**src/design/msc_pkg.sv**
```systemverilog
package msc_pkg;
  localparam int unsigned MSC_CLK_HZ = 100_000_000;
  localparam int unsigned MSC_CLK_PERIOD_NS = 10;
  // minimum low time on the reset pin, in ns
  localparam int unsigned MSC_RESET_MIN_NS = 2_000;
  localparam int unsigned MSC_RESET_MIN_CYC =
    (MSC_RESET_MIN_NS + MSC_CLK_PERIOD_NS - 1) / MSC_CLK_PERIOD_NS;
  // longest time from reset release to fully functional, in ms
  localparam int unsigned MSC_INIT_MAX_MS = 2_000;
  localparam longint unsigned MSC_INIT_MAX_CYC =
    longint'(MSC_INIT_MAX_MS) * (MSC_CLK_HZ / 1000);
  // longest time from flag clear to interrupt release, in us
  localparam int unsigned MSC_INT_OFF_MAX_US = 500;
  localparam int unsigned MSC_INT_OFF_MAX_CYC = MSC_INT_OFF_MAX_US * (MSC_CLK_HZ / 1_000_000);
  // management byte holding the monitor-data-pending flag
  localparam logic [7:0] MSC_STATUS_BYTE_ADDR = 8'h02;
  localparam int unsigned MSC_DATA_PENDING_BIT = 0;
  localparam logic [7:0] MSC_STATUS_BYTE_RESET = 8'h01;
  localparam logic MSC_SETTINGS_DEFAULT = 1'b0;
endpackage : msc_pkg

```
**src/design/msc_sideband_if.sv**
```systemverilog
`timescale 1ns/1ns
interface msc_sideband_if;
  logic module_select_n;
  logic module_reset_n;
  logic low_power_request;
  logic presence_n;
  logic interrupt_n_o;
  logic interrupt_n_oe;
  // open drain wire with host pull-up
  wire interrupt_n = interrupt_n_oe ? interrupt_n_o : 1'b1;
  modport device (
    input module_select_n,
    input module_reset_n,
    input low_power_request,
    output presence_n,
    output interrupt_n_o,
    output interrupt_n_oe
  );
  modport host (
    output module_select_n,
    output module_reset_n,
    output low_power_request,
    input presence_n,
    input interrupt_n
  );
endinterface : msc_sideband_if

```
**src/design/msc_device.sv**
```systemverilog
`timescale 1ns/1ns
module msc_device
  import msc_pkg::*;
#(
  parameter longint unsigned INIT_CYC = msc_pkg::MSC_INIT_MAX_CYC,
  parameter int unsigned RESET_MIN_CYC = msc_pkg::MSC_RESET_MIN_CYC,
  parameter int unsigned INT_OFF_CYC = 2
) (
  input wire logic clk_sys,
  input wire logic reset_n,
  msc_sideband_if.device side,
  input wire logic fault_event,
  input wire logic flag_clear,
  input wire logic settings_wr,
  input wire logic settings_wdata,
  output logic bus_enable,
  output logic low_power_active,
  output logic settings_value,
  output logic monitor_data_pending,
  output logic [7:0] status_byte,
  output logic init_done
);
  import msc_pkg::*;

  typedef enum logic [2:0] {
    MSC_ST_INIT = 3'b001,
    MSC_ST_RUN  = 3'b010,
    MSC_ST_HOLD = 3'b100
  } msc_state_e;

  initial begin
    if (INIT_CYC < 1) $error("msc_device: INIT_CYC must be at least 1");
    if (INIT_CYC > MSC_INIT_MAX_CYC)
      $error("msc_device: INIT_CYC beyond the 2000 ms limit");
    if (RESET_MIN_CYC > MSC_RESET_MIN_CYC)
      $error("msc_device: RESET_MIN_CYC beyond the 2 us threshold");
    if (RESET_MIN_CYC < 1) $error("msc_device: RESET_MIN_CYC must be at least 1");
    if (INT_OFF_CYC < 1 || INT_OFF_CYC > MSC_INT_OFF_MAX_CYC)
      $error("msc_device: INT_OFF_CYC out of range");
  end

  logic sel_n_s;
  logic rst_n_s;
  logic lp_s;
  logic [2:0] pins_s;

  // pull-up defaults: select and reset idle high so an open pin deselects
  msc_sync #(.WIDTH(3), .RESET_VAL(3'b011)) u_sync (
    .clk_sys(clk_sys),
    .reset_n(reset_n),
    .async_in({side.low_power_request, side.module_reset_n, side.module_select_n}),
    .sync_out(pins_s)
  );
  assign sel_n_s = pins_s[0];
  assign rst_n_s = pins_s[1];
  assign lp_s = pins_s[2];

  msc_state_e state_reg, state_next;
  logic [63:0] init_cnt_reg, init_cnt_next;
  logic [31:0] low_cnt_reg, low_cnt_next;
  logic qualified_reg, qualified_next;
  logic pending_reg, pending_next;
  logic int_flag_reg, int_flag_next;
  logic [31:0] off_cnt_reg, off_cnt_next;
  logic int_drive_reg, int_drive_next;
  logic settings_reg, settings_next;

  wire in_init = (state_reg == MSC_ST_INIT);
  wire in_run = (state_reg == MSC_ST_RUN);
  wire reset_low = ~rst_n_s;
  wire low_long = low_cnt_reg >= RESET_MIN_CYC;
  wire init_expired = init_cnt_reg == INIT_CYC - 64'd1;
  wire completion_evt = in_init && init_expired;
  // faults only flagged once running; init and hold report nothing stale
  wire fault_set = fault_event && in_run;
  wire set_evt = completion_evt || fault_set;
  wire flag_fell = int_flag_reg && !int_flag_next;
  wire off_done = !int_flag_reg && (off_cnt_reg >= INT_OFF_CYC);
  wire drive_on = int_flag_next && !pending_next;
  wire hold_next = (state_next == MSC_ST_HOLD);
  // counter parks at zero after the release so it cannot wrap and re-fire
  wire [31:0] off_cnt_kept = (off_cnt_next > INT_OFF_CYC) ? 32'd0 : off_cnt_next;

  always_comb begin
    low_cnt_next = reset_low ? (low_long ? low_cnt_reg : low_cnt_reg + 32'd1) : 32'd0;
    qualified_next = reset_low && (qualified_reg || low_long);
    state_next = state_reg;
    init_cnt_next = init_cnt_reg;
    pending_next = pending_reg;
    settings_next = settings_reg;
    case (state_reg)
      MSC_ST_INIT: begin
        init_cnt_next = init_cnt_reg + 64'd1;
        if (init_expired) begin
          state_next = MSC_ST_RUN;
          pending_next = 1'b0;
        end
      end
      MSC_ST_RUN: begin
        if (qualified_reg) begin
          state_next = MSC_ST_HOLD;
        end
        if (settings_wr) begin
          settings_next = settings_wdata;
        end
      end
      MSC_ST_HOLD: begin
        // data pending again so the host distrusts status until completion
        pending_next = 1'b1;
        settings_next = MSC_SETTINGS_DEFAULT;
        init_cnt_next = 64'd0;
        if (!reset_low) begin
          state_next = MSC_ST_INIT;
        end
      end
      default: begin
        state_next = MSC_ST_INIT;
      end
    endcase
    // short pulses never reach hold, so settings survive
    if (reset_low && !qualified_reg && in_run) begin
      state_next = MSC_ST_RUN;
    end
    // set wins over a same-cycle clear
    int_flag_next = set_evt ? 1'b1 : (flag_clear ? 1'b0 : int_flag_reg);
    if (flag_fell) begin
      off_cnt_next = 32'd1;
    end else begin
      off_cnt_next = (off_cnt_reg != 32'd0) ? off_cnt_reg + 32'd1 : 32'd0;
    end
    int_drive_next = int_drive_reg;
    if (drive_on) begin
      int_drive_next = 1'b1;
    end else if (off_done) begin
      int_drive_next = 1'b0;
    end
    if (hold_next) begin
      int_drive_next = 1'b0;
    end
  end

  always_ff @(posedge clk_sys or negedge reset_n) begin
    if (!reset_n) begin
      state_reg <= MSC_ST_INIT;
      init_cnt_reg <= 64'd0;
      low_cnt_reg <= 32'd0;
      qualified_reg <= 1'b0;
      pending_reg <= MSC_STATUS_BYTE_RESET[MSC_DATA_PENDING_BIT];
      int_flag_reg <= 1'b0;
      off_cnt_reg <= 32'd0;
      int_drive_reg <= 1'b0;
      settings_reg <= MSC_SETTINGS_DEFAULT;
    end else begin
      state_reg <= state_next;
      init_cnt_reg <= init_cnt_next;
      low_cnt_reg <= low_cnt_next;
      qualified_reg <= qualified_next;
      pending_reg <= pending_next;
      int_flag_reg <= int_flag_next;
      off_cnt_reg <= off_cnt_kept;
      int_drive_reg <= int_drive_next;
      settings_reg <= settings_next;
    end
  end

  logic bus_en_reg;
  logic lp_reg;
  always_ff @(posedge clk_sys or negedge reset_n) begin
    if (!reset_n) begin
      bus_en_reg <= 1'b0;
      lp_reg <= 1'b0;
    end else begin
      bus_en_reg <= ~sel_n_s;
      lp_reg <= lp_s;
    end
  end

  assign bus_enable = bus_en_reg;
  assign low_power_active = lp_reg;
  assign settings_value = settings_reg;
  assign monitor_data_pending = pending_reg;
  assign status_byte = {7'h00, pending_reg};
  assign init_done = in_run;

  assign side.presence_n = 1'b0;
  // open drain: level is always low, only the enable moves
  assign side.interrupt_n_o = 1'b0;
  assign side.interrupt_n_oe = int_drive_reg;
endmodule : msc_device

```
**src/design/msc_sync.sv**
```systemverilog
`timescale 1ns/1ns
module msc_sync #(
  parameter int WIDTH = 1,
  parameter logic [WIDTH-1:0] RESET_VAL = '0
) (
  input wire logic clk_sys,
  input wire logic reset_n,
  input wire logic [WIDTH-1:0] async_in,
  output logic [WIDTH-1:0] sync_out
);
  logic [WIDTH-1:0] meta_reg;
  initial begin
    if (WIDTH < 1) $error("msc_sync: WIDTH must be at least 1");
  end
  always_ff @(posedge clk_sys or negedge reset_n) begin
    if (!reset_n) begin
      meta_reg <= RESET_VAL;
      sync_out <= RESET_VAL;
    end else begin
      meta_reg <= async_in;
      sync_out <= meta_reg;
    end
  end
endmodule : msc_sync

```
**src/flat_wrapper.sv**
```systemverilog
// flat-port wrapper written by rule: the top's interface ports become plain ports
module msc_device_flat import msc_pkg::*;
#(
  parameter longint unsigned INIT_CYC = msc_pkg::MSC_INIT_MAX_CYC,
  parameter int unsigned RESET_MIN_CYC = msc_pkg::MSC_RESET_MIN_CYC,
  parameter int unsigned INT_OFF_CYC = 2
)
  (clk_sys, reset_n, fault_event, flag_clear, settings_wr, settings_wdata, bus_enable, low_power_active, settings_value, monitor_data_pending, status_byte, init_done, side_module_select_n, side_module_reset_n, side_low_power_request, side_presence_n, side_interrupt_n_o, side_interrupt_n_oe);
  msc_sideband_if side_i ();
  input wire logic clk_sys;
  input wire logic reset_n;
  input wire logic fault_event;
  input wire logic flag_clear;
  input wire logic settings_wr;
  input wire logic settings_wdata;
  output logic bus_enable;
  output logic low_power_active;
  output logic settings_value;
  output logic monitor_data_pending;
  output logic [7:0] status_byte;
  output logic init_done;
  input wire logic [$bits(side_i.module_select_n)-1:0] side_module_select_n;
  input wire logic [$bits(side_i.module_reset_n)-1:0] side_module_reset_n;
  input wire logic [$bits(side_i.low_power_request)-1:0] side_low_power_request;
  output wire logic [$bits(side_i.presence_n)-1:0] side_presence_n;
  output wire logic [$bits(side_i.interrupt_n_o)-1:0] side_interrupt_n_o;
  output wire logic [$bits(side_i.interrupt_n_oe)-1:0] side_interrupt_n_oe;
  assign side_i.module_select_n = side_module_select_n;
  assign side_i.module_reset_n = side_module_reset_n;
  assign side_i.low_power_request = side_low_power_request;
  assign side_presence_n = side_i.presence_n;
  assign side_interrupt_n_o = side_i.interrupt_n_o;
  assign side_interrupt_n_oe = side_i.interrupt_n_oe;
  msc_device #(.INIT_CYC(INIT_CYC), .RESET_MIN_CYC(RESET_MIN_CYC), .INT_OFF_CYC(INT_OFF_CYC)) u_core (.clk_sys(clk_sys), .reset_n(reset_n), .side(side_i), .fault_event(fault_event), .flag_clear(flag_clear), .settings_wr(settings_wr), .settings_wdata(settings_wdata), .bus_enable(bus_enable), .low_power_active(low_power_active), .settings_value(settings_value), .monitor_data_pending(monitor_data_pending), .status_byte(status_byte), .init_done(init_done));
endmodule
```
**config.mk**
```make
export PLATFORM = sky130hd
export DESIGN_NAME = msc_device_flat
export DESIGN_NICKNAME = d
export VERILOG_FILES = /design/src/design/msc_pkg.sv /design/src/design/msc_sideband_if.sv /design/src/design/msc_device.sv /design/src/design/msc_sync.sv /design/src/flat_wrapper.sv
export SDC_FILE = /design/constraint.sdc
export NUM_CORES = 1
export LEC_CHECK = 0
export ABC_AREA = 1
export BUFFER_PORTS_ARGS = -buffer_cell sky130_fd_sc_hd__buf_2
export CORE_MARGIN = 2
export CORE_UTILIZATION = 33
export DETAILED_ROUTE_END_ITERATION = 10
export GPL_TIMING_DRIVEN = 1
export PLACE_DENSITY = 0.51
export SYNTH_ARGS = -nofsm -noshare
export SYNTH_HDL_FRONTEND = slang
export SYNTH_SLANG_ARGS = --single-unit
export TNS_END_PERCENT = 50
```
**constraint.sdc**
```tcl
create_clock -name clk_sys -period 2.7 [get_ports clk_sys]
set_clock_uncertainty 0.2 [all_clocks]
set_input_delay 0.135 -clock clk_sys [delete_from_list [all_inputs] [get_ports clk_sys]]
set_output_delay 0.135 -clock clk_sys [all_outputs]
set_load 0.05 [all_outputs]
```
After elaboration in Yosys (flattened, before gate mapping):

Index checks and enable logic that the tools add are counted.

* $add $sub $neg: 3
* multipliers: 0
* divide/modulo/power cells: 0
* magnitude comparators: 3
* eq/ne operators: 7
* shift operators: 0
* muxes and demuxes: 20
* bitwise logic cells: 2
* reductions and logical operators: 19

Operators with widths (number)
* 2-to-1 mux 32 bit: 5
* case mux 64 bit (2 select lines): 1
* adder 32 x 1 -> 32 bit (second input constant): 2
* adder 64 x 1 -> 64 bit (second input constant): 1
* == test 64 x 28 -> 1 bit (second input constant): 1
* >= comparator 32 x 2 -> 1 bit (second input constant): 1
* >= comparator 32 x 8 -> 1 bit (second input constant): 1
* greater-than comparator 32 x 2 -> 1 bit (second input constant): 1
* nonzero test 32 bit: 1
* 2-to-1 mux 3 bit: 4
* case mux 3 bit (3 select lines): 1
* logical AND 1 bit: 8
* 2-to-1 mux 1 bit: 7
* == test 3 bit (second input constant): 2
* zero test 1 bit: 4
* != test 2 bit (second input constant): 2
* case mux 1 bit (2 select lines): 2
* nonzero test 2 bit: 2
* == test 3 x 1 -> 1 bit (second input constant): 1
* == test 3 x 2 -> 1 bit (second input constant): 1
* nonzero test 3 bit: 1
* logical OR 1 bit: 2
* inverter 1 bit: 2
* AND reduction 2 bit: 1

* register bits after elaboration: 144
* bits in latches: 0
* memory bits (writable): 0
* memory bits (read-only): 0
* input bits: 9
* output and inout port bits: 16
* logic and storage cells: 67
* memories kept: 0

Depth between registers and ports, before layout:

Gate-level depths: netlist of the first run.

* depth after elaboration: 9
* gate-level depth with buffers: 15

Modules after synthesis:

From an unflattened synthesis of the first run, not the netlist that was laid out.

* cell total of the unflattened synthesis: 1108
* area, all modules: 8162.8 µm²

By module, submodules not included
* msc_device: instances 1, cells each 1102, area each 8007.7 µm²
* msc_sync: instances 1, cells each 6, area each 155.1 µm²

Worst setup path after synthesis of the first run:

No wires, ideal clock.

* path type: register -> register
* start point: reg u_core.state_reg[0]
* end point: reg u_core.off_cnt_reg[0]
* arrival time: 1.837 ns
* slack: 0.583 ns
* cell stages (with the launch flop): 12
* path through: dfstp_2 inv_1 nand3_1 inv_1 a21oi_2 nand3_4 clkbuf_2 o21ai_0 nand2_1 nor2_1 nand2_1 nor3_2

* longest elaborated chain between the ends: 9

Ends and longest elaborated chain
* start: declaration: RTL line msc_device.sv:58 `msc_state_e state_reg, state_next;`
* start signal: assignment: RTL line msc_device.sv:154 `state_reg <= state_next;`
* == test 3 x 2 -> 1 bit (*): RTL line msc_device.sv:69 `wire in_run = (state_reg == MSC_ST_RUN);`
* net init_done: RTL line flat_wrapper.sv:21 `output logic init_done;`
* logical AND 1 bit (*): RTL line msc_device.sv:75 `wire fault_set = fault_event && in_run;`
* logical OR 1 bit (*): RTL line msc_device.sv:76 `wire set_evt = completion_evt || fault_set;`
* 2-to-1 mux 1 bit (*): RTL line msc_device.sv:125 `int_flag_next = set_evt ? 1'b1 : (flag_clear ? 1'b0 : int_flag_reg);`
* zero test 1 bit (*): RTL line msc_device.sv:77 `wire flag_fell = int_flag_reg && !int_flag_next;`
* logical AND 1 bit (*): RTL line msc_device.sv:77
* 2-to-1 mux 32 bit (*): RTL line msc_device.sv:126 `if (flag_fell) begin`
* greater-than comparator 32 x 2 -> 1 bit: RTL line msc_device.sv:82 `wire [31:0] off_cnt_kept = (off_cnt_next > INT_OFF_CYC) ? 32'd0 : off_cnt_next;`
* 2-to-1 mux 32 bit (*): RTL line msc_device.sv:82
* net u_core.off_cnt_kept[0]: RTL line msc_device.sv:82
* end signal: assignment: RTL line msc_device.sv:160 `off_cnt_reg <= off_cnt_kept;`
* end: declaration: RTL line msc_device.sv:64 `logic [31:0] off_cnt_reg, off_cnt_next;`

The timed path passes the listed nets; every way through them passes the cells marked *.
A chain may end at the register's enable or synchronous reset.

Worst setup path after layout of the first run:

* start point: reg u_core.init_cnt_reg[41]
* end point: reg u_core.init_cnt_reg[58]

* longest elaborated chain between the ends: 2

Ends and longest elaborated chain
* start: declaration: RTL line msc_device.sv:59 `logic [63:0] init_cnt_reg, init_cnt_next;`
* start signal: assignment: RTL line msc_device.sv:155 `init_cnt_reg <= init_cnt_next;`
* adder 64 x 1 -> 64 bit: RTL line msc_device.sv:93 `init_cnt_next = init_cnt_reg + 64'd1;`
* case mux 64 bit (2 select lines): RTL line msc_device.sv:91 `case (state_reg)`

No other way between the ends.

==> flow_metrics.env, run 1 <==
export IMPL_area_growth_pct=16.6
export IMPL_hold_path_class="in2async"
export IMPL_finalWorstPathRequiredPeriod_ps=2440
export IMPL_setup_tns_ps=0
export IMPL_initial_core_util=0.333
export IMPL_crit_arrival_ps=2560
export IMPL_worst_path_dominant_cell_family="simple AND/OR/NAND/NOR gates"
export IMPL_worstSetupStartpointType="flip-flop"
export IMPL_p_leak_nw=4.29
export IMPL_seqCellArea_sq_um=3610
export IMPL_max_freq_mhz=410
export IMPL_hold_viol=0
export IMPL_antenna_cells=0
export IMPL_maxCapViolations=0
export IMPL_placed_area_sq_um=8700
export IMPL_synth_edff_count=0
export IMPL_rsz0062_at_grt="no"
export IMPL_multiInputGateArea_sq_um=3750
export IMPL_setup_viol=0
export IMPL_drtIter0Drc=422
export IMPL_reg2regPathDepth=10
export IMPL_largest_reg_flops=64
export IMPL_post_cts_setup_buffers=0
export IMPL_synth_top_area_frac=0.430
export IMPL_critPathMaxFanout=6
export IMPL_r2r_end="u_core.init_cnt_reg[58]"
export IMPL_track_usage=0.162
export IMPL_yosys_warnings=0
export IMPL_ant_nets=0
export IMPL_finalCritPeriodShare=0.904
export IMPL_cp_num_buf_inv=2
export IMPL_grt_pass1_wl_um=33500
export IMPL_synth_seq_area_share=0.449
export IMPL_power_density_nw_per_um2=510
export IMPL_critPathMaxStageDelay_ps=440
export IMPL_r2r_setup_slack_ps=260
export IMPL_layout_nets=1178
export IMPL_end_kind="flip-flop"
export IMPL_gp_congestion=0.868
export IMPL_crit_path_cell_trace="nand2_1, nor2_1, inv_1, nor2_1, inv_1, nor3_1, nor3b_1, nand2_1, o21ai_0, a21oi_1"
export IMPL_synth_most_common_cell="nand2_1"
export IMPL_io_pins=25
export IMPL_ir_worst_vdd_v=0.000388
export IMPL_netlist_top_cells_area="dfrtp_1 (43%), nand2_1 (10%), inv_1 (8.1%)"
export IMPL_synth_area_sq_um=8040
export IMPL_drt_wirelength_per_cell_um=13.2
export IMPL_ys_types=50
export IMPL_dpl_hpwl_um=14700
export IMPL_antenna_found_initial=0
export IMPL_synth_area_per_cell_sq_um=7.40
export IMPL_cts_root_buffer="clkbuf_16"
export IMPL_drc=0
export IMPL_synth_top_area_cell="dfrtp_1"
export IMPL_tightest_slew_ps=509
export IMPL_ys_top_cells_by_count="nand2_1 (220), inv_1 (173), nor2_1 (165)"
export IMPL_required_ps=2820
export IMPL_wirelength_um=19800
export IMPL_nFillCells=2572
export IMPL_clock_path_buffers=2
export IMPL_via_per_inst=4.58
export IMPL_drtPass1Iterations=5
export IMPL_slowest_stage="dfrtp_1"
export IMPL_grt_max_degree=54
export IMPL_status="completed"
export IMPL_grt_pass1_vias=6637
export IMPL_clk_pin_slew_worst_paths_ps=70
export IMPL_overflow=0
export IMPL_criticalPathCategory="reg2reg"
export IMPL_r2r_start="u_core.init_cnt_reg[41]"
export IMPL_relSlewSlack=0.661
export IMPL_syn_inst=1087
export IMPL_yosys_register_bits=144
export IMPL_async_reset_ff_frac=1.00
export IMPL_critPathLaunch="u_core.init_cnt_reg[41]"
export IMPL_die_x_um=160
export IMPL_drv_slew=0
export IMPL_core_sq_um=24100
export IMPL_die_h_um=160
export IMPL_cts_tree="done"
export IMPL_synth_flop_cell="dfrtp_1"
export IMPL_clock_latency_ps=430
export IMPL_cts_made_buffers=17
export IMPL_endpoint="u_core.init_cnt_reg[58]"
export IMPL_cts_sinks=144
export IMPL_finish_instance_area_sq_um=9370
export IMPL_cts_htree_levels=4
export IMPL_num_rows=57
export IMPL_drive_gt1_frac=0.0952
export IMPL_via_count=6865
export IMPL_die_area_sq_um=25600
export IMPL_portBuffers=15
export IMPL_cp_depth=10
-- timing repair --
| action | 4_1_cts | 5_1_grt |
|---|---|---|
| endpoints found under the hold margin | 147 | 0 |
| hold buffers | 9 | 0 |
| resized for setup | 0 | 0 |
-- logic make-up (layout without fill, tap and decap cells) --
family | Yosys count | count (layout) | synth area share
simple gates | 570 | 570 | 0.320
buf+inv | 205 | 256 | 0.102
flops | 144 | 144 | 0.449
compound gates | 135 | 135 | 0.0898
xor+xnor | 21 | 21 | 0.0229
fa+ha+maj | 6 | 6 | 0.00934
mux | 5 | 5 | 0.00623
other cells | 1 | 39 | 0.000466
-- layout make-up --
type / instances / share of cell area
flip-flops and latches: 144 / 0.385
well taps: 324 / 0.0433
clock buffers: 18 / 0.0458
repair buffers: 42 / 0.0367
multi-input cells: 776 / 0.400
clock inverters: 14 / 0.0162
inverters: 182 / 0.0729
-- worst min path at each step --
| stage | startpoint | endpoint | slack (ps) |
|---|---|---|---|
| 2_1_floorplan | reset_n | u_core.bus_enable | -360 |
| 4_1_cts | reset_n | u_core.off_cnt_reg[2] | 40 |
| 5_1_grt | reset_n | u_core.off_cnt_reg[0] | 80 |
| 3_3_place_gp | reset_n | u_core.off_cnt_reg[0] | -70 |
| 3_5_place_dp | reset_n | u_core.off_cnt_reg[2] | -70 |
| 6_report | reset_n | u_core.off_cnt_reg[2] | 30 |
-- where the power goes --
| group | internal, mW | switching [mW] |
|---|---|---|
| Clock | 1.31 | 1.04 |
| Sequential | 2.19 | 0.0351 |
| Combinational | 0.0547 | 0.148 |
-- layout by cell type, fill, tap and decap left out, types with 14 or more instances in the layout --
cell type,instances
nand2_1,220
o21ai_0,79
buf_2,14
buf_4,15
a21oi_1,34
nand3_1,67
dfrtp_1,138
inv_1,173
clkbuf_16,17
nor2_1,165
conb_1,39
nor3_1,35
nand4_1,35
-- stage by stage --
| stage | utilization | setup WS, ps | hold WS, ps | std cells | total power, mW |
|---|---|---|---|---|---|
| floorplan | - | 583 | -361 | 1125 | 2.38 |
| global placement | 0.361 | 269 | -73.8 | 1459 | 2.47 |
| detailed placement | 0.361 | 328 | -71.0 | 1459 | 2.47 |
| CTS | 0.389 | 284 | 38.9 | 1500 | 4.86 |
| global route | 0.389 | 26.9 | 79.0 | 1500 | 4.97 |
| finish | 0.389 | 258 | 31.1 | 1500 | 4.78 |
-- routing by layer --
layer  global-route usage  vias up  share of wire
met4               0.0684        0          0.027
met1                0.226     3109           0.50
met3               0.0247       37          0.028
li1                     -     3592              -
met5                    0        -              0
met2                0.252      127           0.45
No activity file was read; power rests on OpenSTA's default activity.
==> inputs of run 2 (changes only) <==
Settings changed: CELL_PAD_IN_SITES_DETAIL_PLACEMENT from default to 1, CELL_PAD_IN_SITES_GLOBAL_PLACEMENT from default to 1, PLACE_DENSITY 0.51 to 0.63.
==> run 2 against run 1 <==
Net effect:
- cell count stayed put
- routed wire length increased by 12%
- worst hold slack better by 11 ps
- worst setup slack better by 4.9 ps
- maximum frequency increased by 0.20%
- critical path depth grew 3
- utilization grew 0.11 points
- cell area rose by 0.29%
- register-to-register slack hardly changed
- clock power rose by 3%
- critical path type unchanged
==> flow_metrics.env, run 2 (synthesis results as in run 1) <==
export IMPL_area_growth_pct=16.9
export IMPL_cp_common_cell="nand2_1"
export IMPL_rsz0062_at_grt="no"
export IMPL_cts_tree="done"
export IMPL_cts_root_buffer="clkbuf_16"
export IMPL_worst_path_dominant_cell_family="simple AND/OR/NAND/NOR gates"
export IMPL_r2r_end="u_core.off_cnt_reg[0]"
export IMPL_worstSetupStartpointType="flip-flop"
export IMPL_required_ps=2840
export IMPL_r2r_setup_slack_ps=260
export IMPL_relSlewSlack=0.352
export IMPL_final_common_cell="nand2_1"
export IMPL_tightest_slew_ps=969
export IMPL_portBuffers=15
export IMPL_crit_path_cell_trace="ha_1, nand3_1, inv_1, nand2_1, nor2_1, or2_2, nand2_1, inv_1, o21ai_0, nand2_1, nor2_1, nand3_1, nor3_2"
export IMPL_die_h_um=160
export IMPL_io_pins=25
export IMPL_num_rows=57
export IMPL_die_x_um=160
export IMPL_via_per_inst=4.72
export IMPL_setup_tns_ps=0
export IMPL_max_freq_mhz=410
export IMPL_drtIter0Drc=304
export IMPL_clk_pin_slew_worst_paths_ps=70
export IMPL_slowest_stage="dfrtp_2"
export IMPL_dpl_hpwl_um=16600
export IMPL_cts_htree_levels=4
export IMPL_maxCapViolations=0
export IMPL_nFillCells=3063
export IMPL_post_cts_setup_buffers=0
export IMPL_die_area_sq_um=25600
export IMPL_utilization=0.390
export IMPL_initial_core_util=0.333
export IMPL_hold_path_class="in2async"
export IMPL_antenna_cells=0
export IMPL_grt_pass1_wl_um=37600
export IMPL_ir_worst_vdd_v=0.000302
export IMPL_clock_path_buffers=2
export IMPL_finalCritPeriodShare=0.903
export IMPL_cts_made_buffers=17
export IMPL_layout_common_cells="nand2_1 (220), inv_1 (173), nor2_1 (165)"
export IMPL_hold_viol=0
export IMPL_criticalPathCategory="reg2reg"
export IMPL_drv_slew=0
export IMPL_largest_reg_flops=64
export IMPL_drive_gt1_frac=0.0978
export IMPL_cp_num_buf_inv=2
export IMPL_p_leak_nw=4.30
export IMPL_ant_nets=0
export IMPL_track_usage=0.183
export IMPL_finalWorstPathRequiredPeriod_ps=2440
export IMPL_wirelength_um=22100
export IMPL_r2r_start="u_core.off_cnt_reg[0]"
export IMPL_drt_wirelength_per_cell_um=14.7
export IMPL_via_count=7074
export IMPL_critPathMaxStageDelay_ps=440
export IMPL_gp_congestion=0.828
export IMPL_grt_pass1_vias=7178
export IMPL_overflow=0
export IMPL_setup_viol=0
export IMPL_drc=0
export IMPL_power_density_nw_per_um2=516
export IMPL_end_kind="flip-flop"
export IMPL_crit_arrival_ps=2580
export IMPL_cts_sinks=144
export IMPL_clock_latency_ps=430
export IMPL_core_sq_um=24100
export IMPL_critPathMaxFanout=5
export IMPL_grt_max_degree=81
export IMPL_reg2regPathDepth=13
export IMPL_status="completed"
export IMPL_drtPass1Iterations=5
export IMPL_layout_nets=1178
export IMPL_antenna_found_initial=0
## run 2: routing by layer
layer  track usage  up-vias  wire, um
li1              -     3587         -
met1         0.268     3385     11400
met2         0.281       81      9890
met3        0.0294       21       500
met4        0.0495        0       308
met5             0        -         0
## run 2: report_power, final
| group | leakage [nW] | internal (mW) | switching (mW) |
|---|---|---|---|
| registers | 1.90 | 2.19 | 0.0391 |
| logic | 2.11 | 0.0531 | 0.154 |
| clock network | 0.295 | 1.35 | 1.07 |
## run 2: stage by stage
step / instance area (sq um) / power (mW) / hold WS [ps] / setup WS, ps / instances
after CTS: 9390 / 4.93 / 23.1 / 225 / 1500
after floorplan: 8180 / 2.38 / -361 / 583 / 1125
after detailed placement: 8690 / 2.47 / -180 / 250 / 1459
final: 9400 / 4.85 / 41.8 / 263 / 1500
after global placement: 8690 / 2.47 / -187 / 226 / 1459
after global routing: 9400 / 5.06 / 19.6 / 7.75 / 1500
## run 2: layout make-up
class	count	area, sq um	share of cell area
Clock inverter	14	168	0.0178
Sequential cell	144	3610	0.384
Clock buffer	18	439	0.0467
Timing Repair Buffer	42	332	0.0353
Tap cell	324	405	0.0431
Multi-Input combinational cell	776	3760	0.400
Inverter	182	683	0.0727
## run 2: worst max-delay path by stage
stage	from	endpoint	slack, ps	cells after the start
final	u_core.off_cnt_reg[0]	u_core.off_cnt_reg[0]	260	13
after global routing	u_core.off_cnt_reg[1]	u_core.off_cnt_reg[0]	8	13
after CTS	u_core.off_cnt_reg[0]	u_core.off_cnt_reg[0]	220	12
after detailed placement	u_core.off_cnt_reg[0]	u_core.off_cnt_reg[0]	250	12
after global placement	u_core.off_cnt_reg[0]	u_core.off_cnt_reg[0]	230	12
after floorplan	u_core.state_reg[0]	u_core.off_cnt_reg[0]	580	11
## run 2: what timing repair did
item	CTS	global route
hold buffers	9	0
endpoints found under the setup margin	0	2
hold endpoints to repair	146	0
resized for setup	0	3
## run 2: worst reg2reg max path, stage by stage, from the launching register on
cell and delay (ps):
dfrtp_2 440, ha_1 240, nand3_1 170, inv_1 90, nand2_1 200, nor2_1 90, or2_2 270, nand2_1 100
inv_1 50, o21ai_0 150, nand2_1 70, nor2_1 80, nand3_1 90, nor3_2 120
==> inputs of run 3 (changes only) <==
Settings changed: PLACE_DENSITY 0.63 to 0.65.
Clock period 2.7 ns to 2 ns, I/O delays scaled along.
==> run 3 against run 2 <==
Net effect:
- the flow now finishes with violations (negative setup slack)
- maximum frequency increased by 5.5%
- routed wire length increased by 33%
- cell area increased by 30%
- critical path depth unchanged
- worst hold slack improved by 50 ps
- sequential share of layout area decreased by 8.8 points
- clock power increased by 38%
- total power increased by 39%
- non-clock buffer count increased by 254
- highest routed layer is now met5
==> flow_metrics.env, run 3 (synthesis results as in run 1) <==
export IMPL_antenna_found_initial=1
export IMPL_layout_setup_ws_ps=-310
export IMPL_rsz0062_at_grt="yes"
export IMPL_layout_common_cells="buf_4 (246), nand2_1 (192), inv_1 (162)"
export IMPL_p_leak_nw=5.78
export IMPL_swShare=0.274
export IMPL_cts_tree="done"
export IMPL_die_h_um=160
export IMPL_clk_pin_slew_worst_paths_ps=70
export IMPL_num_rows=57
export IMPL_ir_worst_vdd_v=0.000412
export IMPL_power_density_nw_per_um2=552
export IMPL_io_pins=25
export IMPL_portBuffers=15
export IMPL_area_growth_pct=51.9
export IMPL_hold_viol=0
export IMPL_cts_made_buffers=17
export IMPL_violations="negative setup slack"
export IMPL_dp_slack_ps=-393
export IMPL_crit_arrival_ps=2440
export IMPL_wirelength_um=29300
export IMPL_dpl_cell_count=1668
export IMPL_cts_root_buffer="clkbuf_16"
export IMPL_pwr_share_seq=0.445
export IMPL_track_usage=0.232
export IMPL_drtPass1Iterations=4
export IMPL_nFillCells=3002
export IMPL_drive_gt1_frac=0.362
export IMPL_clockPowerShare=0.497
export IMPL_worstSetupStartpointType="flip-flop"
export IMPL_design_power_total_mw=6.74
export IMPL_die_x_um=160
export IMPL_initial_core_util=0.333
export IMPL_p_int_mw=4.90
export IMPL_final_common_cell="buf_4"
export IMPL_cts_sinks=144
export IMPL_finish_instance_area_sq_um=12200
export IMPL_drt_wirelength_per_cell_um=16.7
export IMPL_layout_nets=1435
export IMPL_drv_slew=0
export IMPL_reg2regPathDepth=13
export IMPL_clock_path_buffers=2
export IMPL_dpl_hpwl_um=19700
export IMPL_finalCritPeriodShare=1.15
export IMPL_core_sq_um=24100
export IMPL_via_count=8505
export IMPL_die_area_sq_um=25600
export IMPL_holdPathStages=2
export IMPL_grt_pass1_wl_um=47500
export IMPL_stdcell_count=1757
export IMPL_gp_congestion=0.835
export IMPL_finalWorstPathRequiredPeriod_ps=2310
export IMPL_grt_pass1_vias=9301
export IMPL_grt_max_degree=50
export IMPL_hold_slack_ps=91.6
export IMPL_power_frac_comb=0.058
export IMPL_cts_htree_levels=4
export IMPL_setup_viol=51
export IMPL_ant_nets=0
export IMPL_largest_reg_flops=64
export IMPL_criticalPathCategory="reg2reg"
export IMPL_maxCapViolations=0
export IMPL_critPathMaxFanout=4
export IMPL_required_ps=2130
export IMPL_placed_area_sq_um=10300
export IMPL_via_per_inst=4.84
export IMPL_p_sw_mw=1.85
export IMPL_hold_path_class="in2reg"
export IMPL_clock_latency_ps=450
export IMPL_max_freq_mhz=433
export IMPL_drc=0
export IMPL_overflow=0
export IMPL_drtIter0Drc=500
export IMPL_antenna_cells=0
export IMPL_end_kind="flip-flop"
export IMPL_status="finished with violations"
==> run 3: cell count changes in the layout (fill, tap and decap cells not counted), sizes merged <==
cell / delta
buf: +254
clkbuf: -1
clkinvlp: -1
inv: +2
nand3: +3
==> run 3: area by class of cell <==
cell class	instances	area, sq um	area share
Timing Repair Buffer	296	2350	0.193
Inverter	182	697	0.0571
Clock buffer	17	425	0.0348
Multi-Input combinational cell	779	4530	0.371
Tap cell	324	405	0.0332
Sequential cell	144	3610	0.296
Clock inverter	15	184	0.0151
==> run 3: power groups by stage <==
stage,logic (mW),clock network [mW],registers (mW)
global route,0.437,3.53,3.00
global placement,0.341,0,3.05
CTS,0.387,3.40,3.00
finish,0.392,3.35,3.00
floorplan,0.163,0,3.06
detailed placement,0.347,0,3.05
==> run 3: what timing repair did <==
action,4_1_cts,5_1_grt
gates resized for setup,189,77
endpoints found under the setup margin,54,68
pin swaps,47,30
setup buffers,39,8
endpoints found under the hold margin,148,0
hold buffers,9,0
cloned,3,0
==> run 3: metal layers <==
metal,share of wire,global-route usage
met3,0.026,0.0403
met4,0.025,0.0688
met2,0.49,0.391
met1,0.46,0.306
met5,0.00044,0
==> run 3: metrics by stage <==
| stage | utilization | setup TNS (ps) |
|---|---|---|
| after floorplan | - | -235 |
| after global placement | 0.426 | -4870 |
| after detailed placement | 0.426 | -8510 |
| after CTS | 0.494 | -5880 |
| after global routing | 0.507 | -16450 |
| final | 0.507 | -8960 |
==> run 3: final timing paths <==
| path | start | endpoint | slack, ps |
|---|---|---|---|
| setup / recovery | u_core.init_cnt_reg[0] | u_core.init_cnt_reg[28] | -310 |
| hold / removal | side_module_reset_n | u_core.u_sync.meta_reg[1] | 90 |
| setup reg to reg | u_core.init_cnt_reg[0] | u_core.init_cnt_reg[28] | -310 |
| hold reg to reg | u_core.u_sync.meta_reg[0] | u_core.u_sync.sync_out[0] | 160 |
| max in group asynchronous | reset_n | u_core.off_cnt_reg[28] | 470 |
| min in group asynchronous | reset_n | u_core.low_cnt_reg[23] | 480 |
==> run 3: critical path, cell delays in order, from the launching register on <==
cell	delay (ps)
dfrtp_1	360
ha_2	190
nand3_2	80
inv_2	100
nand2_4	80
nor3_4	150
buf_4	140
nand4_1	120
nor2_2	190
nand3_2	140
nor2_4	190
nand2_2	100
nor2_2	110
a21oi_2	40
